### config.mk
export PLATFORM = sky130hd
export DESIGN_NAME = can_fifo_status_view
export DESIGN_NICKNAME = d
export VERILOG_FILES = /design/src/hw/can_fifo_status_view.v /design/src/hw/fifo_pointer_store.v
export VERILOG_INCLUDE_DIRS = /design/src /design/src/hw
export SDC_FILE = /design/constraint.sdc
export NUM_CORES = 1
export LEC_CHECK = 0
export ABC_AREA = 1
export BUFFER_PORTS_ARGS = -buffer_cell sky130_fd_sc_hd__buf_2
export CORE_ASPECT_RATIO = 1.1
export CORE_MARGIN = 3
export CORE_UTILIZATION = 42
export DETAILED_ROUTE_END_ITERATION = 16
export SYNTH_ARGS = -nofsm -noshare
export SYNTH_HDL_FRONTEND = slang
export SYNTH_SLANG_ARGS = --single-unit
export TNS_END_PERCENT = 100
### constraint.sdc
create_clock -name ref_clk -period 1.82 [get_ports ref_clk]
set_input_delay 0.364 -clock ref_clk [delete_from_list [all_inputs] [get_ports ref_clk]]
set_output_delay 0.364 -clock ref_clk [all_outputs]
set_load 0.01 [all_outputs]
### src/hw/can_fifo_status_view_defs.vh
// register offsets, field positions, reset values and timing counts of the fifo status view
//
// Operation
// - overflow pending flags, fifos 1-7, bits 7:1
// - flags read 0 when idle, reset 0
// - summary read-only; clear in fifo register
// - summary bits 31:8 hold no flag
// - low summary bit 0 reads zero
// - 32-bit read-only user address per fifo
// - transmit fifo returns head location
// - receive fifo returns tail location
// - operating mode value 100 means configuration
`ifndef CAN_FIFO_STATUS_VIEW_DEFS_VH
`define CAN_FIFO_STATUS_VIEW_DEFS_VH

// ****************************************************************
// register byte addresses
// ****************************************************************
`define RX_OVF_LOW_ADDR 12'h000
`define RX_OVF_HIGH_ADDR 12'h004
`define IRQ_STATUS_ADDR 12'h008
`define IRQ_CLEAR_ADDR 12'h00C
`define IRQ_ENABLE_ADDR 12'h010
`define MODE_STATUS_ADDR 12'h014
// user address window: 0x40 + 8 * fifo, high half at +0, low half at +4
`define UA_REGION_TAG 6'h01
`define UA_REGION_MSB 11
`define UA_REGION_LSB 6
`define UA_FIFO_MSB 5
`define UA_FIFO_LSB 3
`define UA_HALF_BIT 2

// ****************************************************************
// fields
// ****************************************************************
`define FIFO_FIRST 1
`define FIFO_LAST 7
`define OVF_FLAG_MSB 7
`define CFG_READ_EVENT_BIT 8
`define IRQ_MSB 8
`define MODE_CFG_BIT 0
`define MODE_FIELD_LSB 1
`define MODE_FIELD_MSB 3
`define OPMODE_CONFIG 3'h4

// ****************************************************************
// reset values
// ****************************************************************
`define RX_OVF_RESET 8'h00
`define IRQ_STATUS_RESET 9'h000
`define IRQ_ENABLE_RESET 9'h000
`define PRDATA_RESET 32'h0000_0000
`define UNMAPPED_READ 32'h0000_0000

// ****************************************************************
// timing: wait states of a user address read
// ****************************************************************
`define UA_READ_WAIT 1

`endif

### src/hw/can_fifo_status_view.v
// fifo status view: overflow summary, per-fifo user address and interrupt over apb
//
// Implementation choices: register access over APB and the register addresses.
`timescale 1ns/10ps
`include "can_fifo_status_view_defs.vh"
module can_fifo_status_view (
  input wire ref_clk,
  input wire rst,
  input wire psel,
  input wire penable,
  input wire pwrite,
  input wire [11:0] paddr,
  input wire [31:0] pwdata,
  output wire [31:0] prdata,
  output wire pready,
  output wire pslverr,
  input wire [2:0] operating_mode_field,
  input wire [7:1] fifo_transmit_select,
  input wire [7:1] ovf_event,
  input wire [7:1] ovf_clear,
  input wire ptr_wr_en,
  input wire [2:0] ptr_wr_fifo,
  input wire ptr_wr_head,
  input wire [31:0] ptr_wr_addr,
  output wire config_mode,
  output wire irq
);

  // ****************************************************************
  // address decoding
  // ****************************************************************
  function is_ua;
    input [11:0] a;
    begin
      is_ua = (a[`UA_REGION_MSB:`UA_REGION_LSB] == `UA_REGION_TAG) &&
              (a[`UA_FIFO_MSB:`UA_FIFO_LSB] != 3'h0) && (a[1:0] == 2'h0);
    end
  endfunction

  function is_mapped;
    input [11:0] a;
    begin
      case (a)
        `RX_OVF_LOW_ADDR: is_mapped = 1'b1;
        `RX_OVF_HIGH_ADDR: is_mapped = 1'b1;
        `IRQ_STATUS_ADDR: is_mapped = 1'b1;
        `IRQ_CLEAR_ADDR: is_mapped = 1'b1;
        `IRQ_ENABLE_ADDR: is_mapped = 1'b1;
        `MODE_STATUS_ADDR: is_mapped = 1'b1;
        default: is_mapped = is_ua(a);
      endcase
    end
  endfunction

  // ****************************************************************
  // bus phases
  // ****************************************************************
  wire setup_phase;
  wire access_phase;
  wire ua_read;
  wire ua_launch;
  wire ua_wait;
  wire done;
  wire wr_done;
  reg wait_reg;
  reg wait_next;
  reg [31:0] prdata_reg;
  reg pslverr_reg;

  assign setup_phase = psel & ~penable;
  assign access_phase = psel & penable;
  assign ua_read = is_ua(paddr) & ~pwrite;
  assign ua_launch = setup_phase & ua_read;
  // first access cycle of a user address read waits for the pointer store
  assign ua_wait = access_phase & ua_read & ~wait_reg;
  assign pready = ~ua_wait;
  assign done = access_phase & pready;
  assign wr_done = done & pwrite & ~pslverr_reg;
  assign prdata = prdata_reg;
  assign pslverr = pslverr_reg;

  always @* begin
    wait_next = wait_reg;
    if (ua_wait) begin
      wait_next = 1'b1;
    end else if (done) begin
      wait_next = 1'b0;
    end
  end

  // ****************************************************************
  // operating mode
  // ****************************************************************
  assign config_mode = (operating_mode_field == `OPMODE_CONFIG);

  // ****************************************************************
  // overflow summary flags
  // ****************************************************************
  reg [7:0] ovf_reg;
  wire [7:0] ovf_next;

  // bit 0 has no fifo and stays zero
  assign ovf_next[0] = 1'b0;

  genvar g;
  generate
    for (g = `FIFO_FIRST; g <= `FIFO_LAST; g = g + 1) begin : ovf_bits
      // the fifo's own clear strobe drops the flag; a new overflow in the
      // same cycle wins so no event is lost
      assign ovf_next[g] = ovf_event[g] | (ovf_reg[g] & ~ovf_clear[g]);
    end
  endgenerate

  always @(posedge ref_clk or posedge rst) begin
    if (rst) begin
      ovf_reg <= `RX_OVF_RESET;
    end else begin
      ovf_reg <= ovf_next;
    end
  end

  // ****************************************************************
  // interrupt status, clear and enable
  // ****************************************************************
  reg [8:0] irq_status_reg;
  reg [8:0] irq_status_next;
  reg [8:0] irq_enable_reg;
  reg [8:0] irq_enable_next;
  wire [8:0] irq_set;
  wire [8:0] irq_clr;
  wire cfg_read_event;

  // a user address read in configuration mode may return a stale pointer
  assign cfg_read_event = ua_launch & config_mode;
  assign irq_set = {cfg_read_event, ovf_event, 1'b0};
  assign irq_clr = (wr_done && paddr == `IRQ_CLEAR_ADDR) ? pwdata[8:0] : 9'h000;

  always @* begin
    irq_status_next = (irq_status_reg & ~irq_clr) | irq_set;
    irq_status_next[0] = 1'b0;
    irq_enable_next = irq_enable_reg;
    if (wr_done && paddr == `IRQ_ENABLE_ADDR) begin
      irq_enable_next = pwdata[8:0];
      irq_enable_next[0] = 1'b0;
    end
  end

  always @(posedge ref_clk or posedge rst) begin
    if (rst) begin
      irq_status_reg <= `IRQ_STATUS_RESET;
      irq_enable_reg <= `IRQ_ENABLE_RESET;
    end else begin
      irq_status_reg <= irq_status_next;
      irq_enable_reg <= irq_enable_next;
    end
  end

  assign irq = |(irq_status_reg & irq_enable_reg);

  // ****************************************************************
  // user address store
  // ****************************************************************
  wire [2:0] rd_fifo;
  wire [3:0] rd_index;
  wire [3:0] wr_index;
  wire [31:0] ptr_data;
  reg ua_half_reg;

  assign rd_fifo = paddr[`UA_FIFO_MSB:`UA_FIFO_LSB];
  // transmit fifo: head, where the next message goes; receive: tail
  assign rd_index = {rd_fifo, fifo_transmit_select[rd_fifo]};
  assign wr_index = {ptr_wr_fifo, ptr_wr_head};

  fifo_pointer_store store (
    .ref_clk(ref_clk),
    .wr_en(ptr_wr_en),
    .wr_index(wr_index),
    .wr_data(ptr_wr_addr),
    .rd_en(ua_launch),
    .rd_index(rd_index),
    .rd_data(ptr_data)
  );

  // ****************************************************************
  // read data
  // ****************************************************************
  reg [31:0] read_mux;

  // reads only sample state, except that a user address read in configuration mode sets interrupt status bit 8
  always @* begin
    read_mux = `UNMAPPED_READ;
    case (paddr)
      `RX_OVF_LOW_ADDR: read_mux = {24'h00_0000, ovf_reg};
      `RX_OVF_HIGH_ADDR: read_mux = `UNMAPPED_READ;
      `IRQ_STATUS_ADDR: read_mux = {23'h00_0000, irq_status_reg};
      `IRQ_ENABLE_ADDR: read_mux = {23'h00_0000, irq_enable_reg};
      `MODE_STATUS_ADDR: read_mux = {28'h000_0000, operating_mode_field, config_mode};
      default: read_mux = `UNMAPPED_READ;
    endcase
  end

  always @(posedge ref_clk or posedge rst) begin
    if (rst) begin
      prdata_reg <= `PRDATA_RESET;
      pslverr_reg <= 1'b0;
      wait_reg <= 1'b0;
      ua_half_reg <= 1'b0;
    end else begin
      wait_reg <= wait_next;
      if (setup_phase) begin
        prdata_reg <= read_mux;
        pslverr_reg <= ~is_mapped(paddr);
        ua_half_reg <= paddr[`UA_HALF_BIT];
      end else if (ua_wait) begin
        // word 0 of the pair carries bits 31:16, word 1 bits 15:0
        if (ua_half_reg) begin
          prdata_reg <= {16'h0000, ptr_data[15:0]};
        end else begin
          prdata_reg <= {16'h0000, ptr_data[31:16]};
        end
      end
    end
  end

  // writes to the summary, status, mode and user address words store nothing

endmodule

### src/hw/fifo_pointer_store.v
// pointer store: head and tail user address of every fifo, registered read
`timescale 1ns/10ps
module fifo_pointer_store (
  input wire ref_clk,
  input wire wr_en,
  input wire [3:0] wr_index,
  input wire [31:0] wr_data,
  input wire rd_en,
  input wire [3:0] rd_index,
  output reg [31:0] rd_data
);

  reg [31:0] mem [0:15];

  // no reset: the pointers power up unknown, as the user address does
  always @(posedge ref_clk) begin
    if (wr_en) begin
      mem[wr_index] <= wr_data;
    end
    if (rd_en) begin
      rd_data <= mem[rd_index];
    end
  end

endmodule

Word-level counts from Yosys, hierarchy flattened
Memory sizes are Yosys's and may differ from the RTL's. A register that Yosys moved wholly into a read port is not among the register bits.
Cells that the tools add are included.
{"block": "op_classes", "order_cmp": 1, "muxes": 13, "n_reduce_logical": 11, "eq_ne": 7, "bitwise": 41}
{"operator": "2-to-1 mux 32 bit", "count": 2}
{"operator": "one-hot mux 9 bit (4 select lines)", "count": 1}
{"operator": "== test 12 x 4 -> 1 bit (second input constant)", "count": 2}
{"operator": "== test 12 x 5 -> 1 bit (second input constant)", "count": 2}
{"operator": "bitwise AND 9 bit", "count": 2}
{"operator": "bitwise AND 1 bit", "count": 17}
{"operator": "2-to-1 mux 16 bit", "count": 1}
{"operator": "inverter 1 bit", "count": 13}
{"operator": "== test 12 x 3 -> 1 bit (second input constant)", "count": 1}
{"operator": "logical NOT 12 bit", "count": 1}
{"operator": "2-to-1 mux 9 bit", "count": 1}
{"operator": "inverter 9 bit", "count": 1}
{"operator": "OR 9 bit", "count": 1}
{"operator": "OR reduction 9 bit", "count": 1}
{"operator": "2-to-1 mux 1 bit", "count": 7}
{"operator": "OR 1 bit", "count": 7}
{"operator": "== test 6 x 1 -> 1 bit (second input constant)", "count": 1}
{"operator": "OR reduction 6 bit", "count": 1}
{"operator": "logical AND 1 bit", "count": 4}
{"operator": "< comparator 3 x 4 -> 1 bit (second input constant)", "count": 1}
{"operator": "nonzero test 2 bit", "count": 2}
{"operator": "binary-select mux 1 bit (select 3 bit)", "count": 1}
{"operator": "== test 3 bit (second input constant)", "count": 1}
{"operator": "nonzero test 3 bit", "count": 1}
{"operator": "logical NOT 2 bit", "count": 1}
{"block": "word_totals", "memories": 1, "reg_bits": 58, "word_cells": 81, "mem_bits_rw": 512, "in_bits": 110}
{"name": "store.mem", "depth": 16, "word_bits": 32, "rd": 1, "rd_ports_with_merged_regs": 1, "wr": 1, "line": "fifo_pointer_store.v:13", "rtl": "reg [31:0] mem [0:15];"}

Depth between registers and ports, before layout
Gate-level depths: netlist of run 1.
{"block": "depth", "depth_word": 15, "depth_mapped": 16}

Cells and area by module
Synthesis of run 1 repeated with hierarchy kept, for this count alone.
{"block": "hier_totals", "hier_cells": 2465, "area_unflattened_um2": 25710.9}
{"module": "fifo_pointer_store", "seq_area_each_um2": 16335.7, "instances": 1, "area_per_inst_um2": 23050.9, "cells_per_inst": 2120}
{"module": "can_fifo_status_view", "seq_area_each_um2": 1051.0, "instances": 1, "area_per_inst_um2": 2660.1, "cells_per_inst": 345}

Least setup slack after synthesis of run 1
No wires, ideal clock.
{"block": "synth_path", "path_kind": "input to register", "startpoint": "input port paddr[5]", "endpoint": "register store.rd_data[0] (read register of store.mem) (enable)", "arrival_time_ps": 2357, "path_slack_ps": -959, "stages": 7, "cell_sequence": "buf_2 -> nor2_4 -> inv_1 -> nor2_4 -> inv_1 -> nand3_1 -> nor2_1"}
{"block": "synth_between", "elab_chain_len": 5}
{"item": "start, declared", "line": "can_fifo_status_view.v:12", "rtl": "input wire [11:0] paddr,"}
{"item": "nonzero test 3 bit", "line": "can_fifo_status_view.v:36", "rtl": "(a[`UA_FIFO_MSB:`UA_FIFO_LSB] != 3'h0) && (a[1:0] == 2'h0);"}
{"item": "logical AND 1 bit (2 in a row)", "line": "can_fifo_status_view.v:35", "rtl": "is_ua = (a[`UA_REGION_MSB:`UA_REGION_LSB] == `UA_REGION_TAG) &&"}
{"item": "bitwise AND 1 bit", "line": "can_fifo_status_view.v:72", "rtl": "assign ua_read = is_ua(paddr) & ~pwrite;"}
{"item": "bitwise AND 1 bit", "line": "can_fifo_status_view.v:73", "rtl": "assign ua_launch = setup_phase & ua_read;"}
{"item": "via store.rd_en", "line": "fifo_pointer_store.v:8", "rtl": "input wire rd_en,"}
{"item": "end, declared", "line": "fifo_pointer_store.v:10", "rtl": "output reg [31:0] rd_data"}
The timed path passes the listed nets, and every way through them passes these cells. The select of a mux whose other input is x is not followed.
A chain may end at the register's enable or synchronous reset.

Final worst setup path of run 1
{"block": "layout_path", "startpoint": "register irq_enable_reg[2]", "endpoint": "output port irq"}
{"block": "layout_between", "elab_chain_len": 2}
{"item": "start, declared", "line": "can_fifo_status_view.v:127", "rtl": "reg [8:0] irq_enable_reg;"}
{"item": "start signal, assigned", "line": "can_fifo_status_view.v:151", "rtl": "irq_enable_reg <= `IRQ_ENABLE_RESET;"}
{"item": "start signal, assigned", "line": "can_fifo_status_view.v:154", "rtl": "irq_enable_reg <= irq_enable_next;"}
{"item": "bitwise AND 9 bit", "line": "can_fifo_status_view.v:158", "rtl": "assign irq = |(irq_status_reg & irq_enable_reg);"}
{"item": "OR reduction 9 bit", "line": "can_fifo_status_view.v:158"}
{"item": "end, declared", "line": "can_fifo_status_view.v:26", "rtl": "output wire irq"}
Every way passes these cells.

==> impl_metrics.py, run 1 <==
metrics = {
    "timing": {
        "final.min_clock_period_ps": 2026,
        "tightest_slew_ps": 633.1,
        "finalSetupViolCount": 2,
        "clock_skew_ps": 17.06,
        "timing.fmax_ghz": 0.4936,
        "rsz0062_at_grt": "yes",
        "fin_crit_sh_pct": 111.3,
        "max-slew-margin-rel_pct": 57.79,
        "fin_ws_ps": -205.9,
        "finalHoldViolations": 0,
        "maxSlewViolCount": 0,
    },
    "global_routing": {
        "busiest_layer": "met2",
        "grt_overflow": 0,
        "grt_pass1_vias": 17130,
        "antenna_found_initial": 7,
        "grt_max_degree": 82,
        "grt_usage_pct": 22.34,
        "grt_pass1_wl_mm": 105.0,
        "grt_util_met3_pct": 3.894,
        "grt_use_met2_pct": 37.03,
        "met1_usage_pct": 29.84,
    },
    "yosys": {
        "avgSynthCellArea_um2": 10.67,
        "synth_area_leaders": "edfxtp_1 64%, nand2_1 11%, nand3_1 8.3%",
        "yosysSeqAreaShare_pct": 68.44,
        "synth_top_area_share_pct": 64.24,
        "yosysTopAreaCell": "edfxtp_1",
        "syn-cell-area_mm2": 0.02505,
        "ys_ff_latch": 578,
        "synthCells": 2347,
        "synth_cell_types": 33,
        "yosys_warnings": 0,
    },
    "clock_tree": {
        "cts_sinks": 578,
        "cts_buffers": 59,
        "h-tree-depth": 2,
        "clkSlewWorstSetupHoldPaths_ps": 70,
        "clockBufferDepth": 3,
        "cts_tree": "built",
        "clockRootBuffer": "clkbuf_16",
        "clock_latency_ps": 610,
    },
    "cells_and_area": {
        "fillers": 5100,
        "design_area_mm2": 0.02977,
        "multi_input_area_mm2": 0.006356,
        "area_growth_pct": 18.82,
        "largest_reg_flops": 504,
        "seqCellArea_mm2": 0.01715,
        "final_common_cell": "nand2_1",
        "mostFrequentLayoutCells": "703 x nand2_1, 536 x edfxtp_1, 417 x nand3_1",
        "final_core_util_pct": 50.66,
        "drive_gt1_share_pct": 14.70,
        "final_nets": 2655,
    },
    "placement": {
        "dp_hpwl_mm": 41.95,
        "gp_congestion": 0.8541,
        "placed_area_mm2": 0.02754,
        "port_buffers": 105,
    },
    "outcome": {
        "violations": "negative setup slack",
        "status": "complete, but fails checks",
    },
    "setup_path": {
        "worstPathRequired_ps": 1460,
        "crit_path_end_kind": "output pin",
        "cp_slowest_stage_delay_ps": 380,
        "cp.buffers_inverters": 1,
        "crit_slowest_cell": "dfrtp_1",
        "crit_arrival_ps": 1660,
        "critPathMaxFanout": 2,
        "crit_type": "flop to output pin",
        "cp-start-kind": "flop",
        "path_depth": 4,
        "path_cells": "a22o_1, a221oi_2, nand2_1, buf_2",
        "worstRegToRegCells": 5,
        "cp_top_family": "compound AO/OA/AOI/OAI gates",
    },
    "detailed_routing": {
        "wl_per_cell_um": 20.87,
        "ant_nets": 0,
        "viasPerCell": 5.265,
        "drt-initial-drc-count": 1431,
        "vias": 17670,
        "drc_errors": 0,
        "firstDrtPassIters": 5,
        "postRouteWirelength_mm": 70.02,
    },
    "min_path": {
        "hold_path_depth": 3,
        "hold_path_class": "input port to flop",
    },
    "power_and_ir_drop": {
        "p_per_area_mw_per_mm2": 1010,
        "leakage_uw": 0.01229,
        "max-vdd-ir-drop_v": 0.0007370,
    },
    "floorplan": {
        "die_x_um": 238.9,
        "die_area_mm2": 0.06262,
        "num_io_pins": 146,
        "die_h_um": 262.2,
        "start_util_pct": 42.64,
        "rows": 93,
        "core-area_mm2": 0.05876,
    },
    "run": {
        "maxCapViolCount": 0,
    },
}
-- power breakdown --
group	internal [µW]	total [µW]	switching [µW]
logic	942	2760	1820
registers	14800	14900	83.6
clock network	7340	12400	5050
-- cell families after synthesis --
group / share of synthesized area, %
simple gates: 22.42
flops: 68.44
other cells: 0.01497
buf+inv: 7.052
compound gates: 1.993
mux: 0.07991
-- area by class of cell --
cell class | count | share of cell area (%)
clock inverters | 40 | 1.437
repair buffers | 269 | 7.898
diodes | 4 | 0.03362
clock buffers | 67 | 5.203
inverters | 257 | 3.283
well taps | 760 | 3.194
flip-flops and latches | 578 | 57.60
multi-input cells | 1380 | 21.35
-- metal layers --
| layer | vias to the layer above | routed length (µm) |
|---|---|---|
| met1 | 8592 | 29500 |
| li1 | 8271 | - |
| met4 | 2 | 2293 |
| met2 | 668 | 33060 |
| met3 | 132 | 5147 |
| met5 | - | 11 |
-- final timing paths --
path	start	end	slack, ps
min in group asynchronous	rst	irq_status_reg[4]$_DFF_PP0_	320
min reg2reg	prdata[13]$_DFFE_PP0P_	prdata[13]$_DFFE_PP0P_	470
max	irq_enable_reg[2]$_DFFE_PP0P_	irq	-210
max reg2reg	ua_half_reg$_DFFE_PP0P_	prdata[1]$_DFFE_PP0P_	310
min	pwdata[3]	irq_enable_reg[3]$_DFFE_PP0P_	30
max in group asynchronous	rst	prdata[12]$_DFFE_PP0P_	900
-- metrics by stage --
stage	hold WS (ps)	setup slack, ps	power (µW)	setup TNS, ps	instances
3_5_place_dp	400.7	-412.3	17900	-21690	3220
3_3_place_gp	393.0	-444.9	17840	-22670	3220
4_1_cts	2.371	-224.0	30280	-224.0	3351
2_1_floorplan	450.8	-515.8	16810	-139090	2362
6_report	34.14	-205.9	30050	-213.2	3355
5_1_grt	28.90	-312.5	31110	-386.9	3352
-- Yosys cell counts (all sizes together) --
| cell type | count |
|---|---|
| nor2 | 69 |
| o31ai | 1 |
| a22o | 1 |
| o41ai | 4 |
| o21ai | 46 |
| edfxtp | 536 |
| nand2 | 706 |
| a211oi | 1 |
| nand3b | 58 |
| a21oi | 28 |
| nor3 | 4 |
| or2 | 4 |
| buf | 124 |
| inv | 257 |
| conb | 1 |
| nand4 | 14 |
| clkbuf | 23 |
| a221oi | 2 |
| mux2i | 2 |
| nand3 | 417 |
| dfrtp | 42 |
| o211ai | 7 |
-- worst reg2reg max path, stage by stage, from the launching register on --
cell and delay (ps):
dfrtp_1 400, inv_1 440, nor2_1 80, nor2_1 200, o21ai_0 170, a21oi_1 160
-- timing repair --
action                                 in CTS  in global routing
pin swaps                                   2                  1
setup endpoints to repair                   2                  2
buffers inserted                            4                  0
endpoints found under the hold margin      25                  0
resized for setup                           2                  0
hold buffers                               20                  0
(Power assumes the default switching activity.)
==> inputs of run 2 (changes only) <==
--- a/config.mk
+++ b/config.mk
@@ -6,12 +6,12 @@
 export SDC_FILE = /design/constraint.sdc
 export NUM_CORES = 1
 export LEC_CHECK = 0
-export ABC_AREA = 1
 export BUFFER_PORTS_ARGS = -buffer_cell sky130_fd_sc_hd__buf_2
 export CORE_ASPECT_RATIO = 1.1
 export CORE_MARGIN = 3
 export CORE_UTILIZATION = 42
 export DETAILED_ROUTE_END_ITERATION = 16
+export GPL_ROUTABILITY_DRIVEN = 1
 export SYNTH_ARGS = -nofsm -noshare
 export SYNTH_HDL_FRONTEND = slang
 export SYNTH_SLANG_ARGS = --single-unit
==> run 2 against run 1 <==
The flow still finishes with violations (negative setup slack). Fmax down 6.6%. Count of clock-buffer cells in the layout is 7 higher. Critical path depth rose by 5. Sequential cell count decreased by 15. Worst hold slack hardly changed. Design area is 6.1% lower. Register-to-register slack got worse by 130 ps. Setup slack got worse by 140 ps. Wire length decreased by 17%. Power fell by 7.0%. Final cell count down 32%.
==> impl_metrics.py, run 2 <==
metrics = {
    "outcome": {
        "violations": "negative setup slack",
        "status": "complete, but fails checks",
    },
    "setup_path": {
        "crit_arrival_ps": 2630,
        "worstPathRequired_ps": 2280,
        "crit_path_end_kind": "flop",
        "worstRegToRegCells": 3,
        "critPathMaxFanout": 8,
        "r2r_setup_slack_ps": 180,
        "crit_path_end": "irq_enable_reg[6]$_DFFE_PP0P_",
        "critPathLaunch": "paddr[10]",
        "r2r-end": "store.rd_data[30]$_DFFE_PP_",
        "r2r-start": "store.mem[8][30]$_DFFE_PP_",
        "crit_type": "input port to flop",
        "cp-start-kind": "input port",
    },
    "timing": {
        "finalHoldViolations": 0,
        "max-slew-margin-rel_pct": 49.21,
        "setup_tns_ps": -12320,
        "whs_ps": 34.08,
        "timing.fmax_ghz": 0.4611,
        "final.min_clock_period_ps": 2169,
        "fin_ws_ps": -348.5,
        "tightest_slew_ps": 760.2,
        "fin_crit_sh_pct": 119.1,
        "maxSlewViolCount": 0,
        "rsz0062_at_grt": "yes",
        "clock_skew_ps": 22.22,
        "finalSetupViolCount": 49,
    },
    "detailed_routing": {
        "postRouteWirelength_mm": 58.31,
        "viasPerCell": 5.658,
        "firstDrtPassIters": 5,
        "wl_per_cell_um": 25.39,
        "ant_nets": 0,
        "vias": 13000,
        "drt-initial-drc-count": 1156,
        "drc_errors": 0,
    },
    "clock_tree": {
        "cts_buffers": 54,
        "cts_sinks": 563,
        "clock_latency_ps": 600,
        "clockRootBuffer": "clkbuf_16",
        "clkSlewWorstSetupHoldPaths_ps": 60,
        "h-tree-depth": 2,
        "clockBufferDepth": 3,
        "cts_tree": "built",
    },
    "yosys": {
        "synth_cell_types": 59,
        "synth_most_common_cell": "edfxtp_1",
        "ys_ff_latch": 563,
        "yosysSeqAreaShare_pct": 75.31,
        "yosysTopAreaCell": "edfxtp_1",
        "synthCells": 1300,
        "yosys_warnings": 0,
        "synth_edf_count": 521,
        "async_flop_share_pct": 7.460,
        "avgSynthCellArea_um2": 17.05,
        "synth_area_leaders": "edfxtp_1 71%, mux2i_1 6.0%, dfrtp_1 4.7%",
        "synthTopCellsByCount": "521 x edfxtp_1, 133 x mux2i_1, 55 x nand2_1",
        "synth_flop_cell": "edfxtp_1",
        "syn-cell-area_mm2": 0.02217,
        "synth_top_area_share_pct": 70.57,
    },
    "power_and_ir_drop": {
        "p_sw_share_pct": 21.64,
        "p_per_area_mw_per_mm2": 1000,
        "leakage_uw": 0.009958,
        "max-vdd-ir-drop_v": 0.0006100,
        "p_sw_uw": 6048,
        "p_seq_share_pct": 51.8,
        "comb_power_share_pct": 9.3,
        "p_int_uw": 21910,
        "pwr-share-clk_pct": 38.8,
    },
    "min_path": {
        "hold_start": "pwdata[1]",
        "hold_path_class": "input port to flop",
    },
    "floorplan": {
        "rows": 87,
        "die_x_um": 225.1,
        "start_util_pct": 42.87,
        "num_io_pins": 146,
        "die_area_mm2": 0.05558,
        "die_h_um": 247.0,
        "core-area_mm2": 0.05171,
    },
    "global_routing": {
        "grt_pass1_vias": 13280,
        "grt_overflow": 0,
        "grt_pass1_wl_mm": 84.39,
        "antenna_found_initial": 5,
        "grt_usage_pct": 20.67,
        "grt_max_degree": 43,
    },
    "cells_and_area": {
        "fillers": 3992,
        "design_area_mm2": 0.02795,
        "area_growth_pct": 26.07,
        "final_common_cell": "edfxtp_1",
        "final_nets": 1695,
        "drive_gt1_share_pct": 33.11,
        "mostFrequentLayoutCells": "521 x edfxtp_1, 126 x mux2i_1, 111 x buf_4",
        "largest_reg_flops": 489,
    },
    "run": {
        "maxCapViolCount": 0,
    },
    "placement": {
        "gp_congestion": 0.8171,
        "port_buffers": 105,
        "placed_area_mm2": 0.02501,
        "dp_hpwl_mm": 34.32,
    },
}
-- run 2: cells by family (layout without fill, tap and decap cells) --
logic type      Yosys count  after routing  synth area share (%)
mux                     178            178                 9.121
buf+inv                 100            413                 2.365
other cells               1             18               0.01692
flops                   563            563                 75.31
simple gates            219            219                 5.667
compound gates          239            239                 7.518
-- run 2: power by group through the flow --
stage	clock, µW	combinational (µW)	sequential [µW]
floorplan	0	1200	14700
global placement	0	2070	14700
detailed placement	0	2110	14800
CTS	11000	2450	14500
global route	11600	2770	14500
finish	10900	2610	14500
-- run 2: area by class of cell --
cell class	count	area (µm²)	area share [%]
Sequential cell	563	16700	59.74
Multi-Input combinational cell	652	5713	20.44
Timing Repair Buffer	304	2969	10.62
Clock buffer	74	1448	5.180
Tap cell	667	834.6	2.986
Clock inverter	25	245.2	0.8775
Inverter	10	37.54	0.1343
Antenna cell	2	5.005	0.01791
-- run 2: per-stage QoR --
stage	setup slack [ps]	instances	total power [µW]	util [%]
after floorplan	-668.9	1315	15950	-
after global placement	-981.0	2150	16820	48.37
after detailed placement	-994.1	2150	16860	48.37
after CTS	-306.0	2284	27980	53.37
after global routing	-377.0	2296	28860	54.05
final	-348.5	2297	27950	54.05
-- run 2: per-layer routing --
metal | routed length [µm] | vias to the layer above | track usage, %
li1 | - | 5775 | -
met1 | 24110 | 6607 | 27.87
met2 | 28160 | 500 | 34.21
met3 | 4340 | 111 | 4.072
met4 | 1683 | 4 | 6.264
met5 | 24 | - | 0
-- run 2: worst min path at each step --
| stage | endpoint | slack [ps] | cells past startpoint |
|---|---|---|---|
| floorplan | ovf_reg[1]$_DFF_PP0_ | 450 | 1 |
| global placement | ovf_reg[5]$_DFF_PP0_ | 410 | 3 |
| detailed placement | ovf_reg[5]$_DFF_PP0_ | 410 | 3 |
| CTS | irq_enable_reg[1]$_DFFE_PP0P_ | 3 | 2 |
| global route | irq_enable_reg[5]$_DFFE_PP0P_ | 20 | 2 |
| finish | irq_enable_reg[1]$_DFFE_PP0P_ | 30 | 2 |
-- run 2: repair_timing --
item,in CTS,in global routing
endpoints found under the setup margin,50,50
buffers inserted,23,13
gates cloned,7,4
hold buffers,8,0
hold endpoints to repair,56,0
pin swaps,55,44
gates resized for setup,95,53
-- run 2: worst max-delay path, stage by stage --
cell and delay, ps:
buf_6 90, or4_4 560, buf_4 160, buf_6 100, or4b_4 540, nor2_4 100, and4bb_2 260, buf_12 150
mux2_4 300
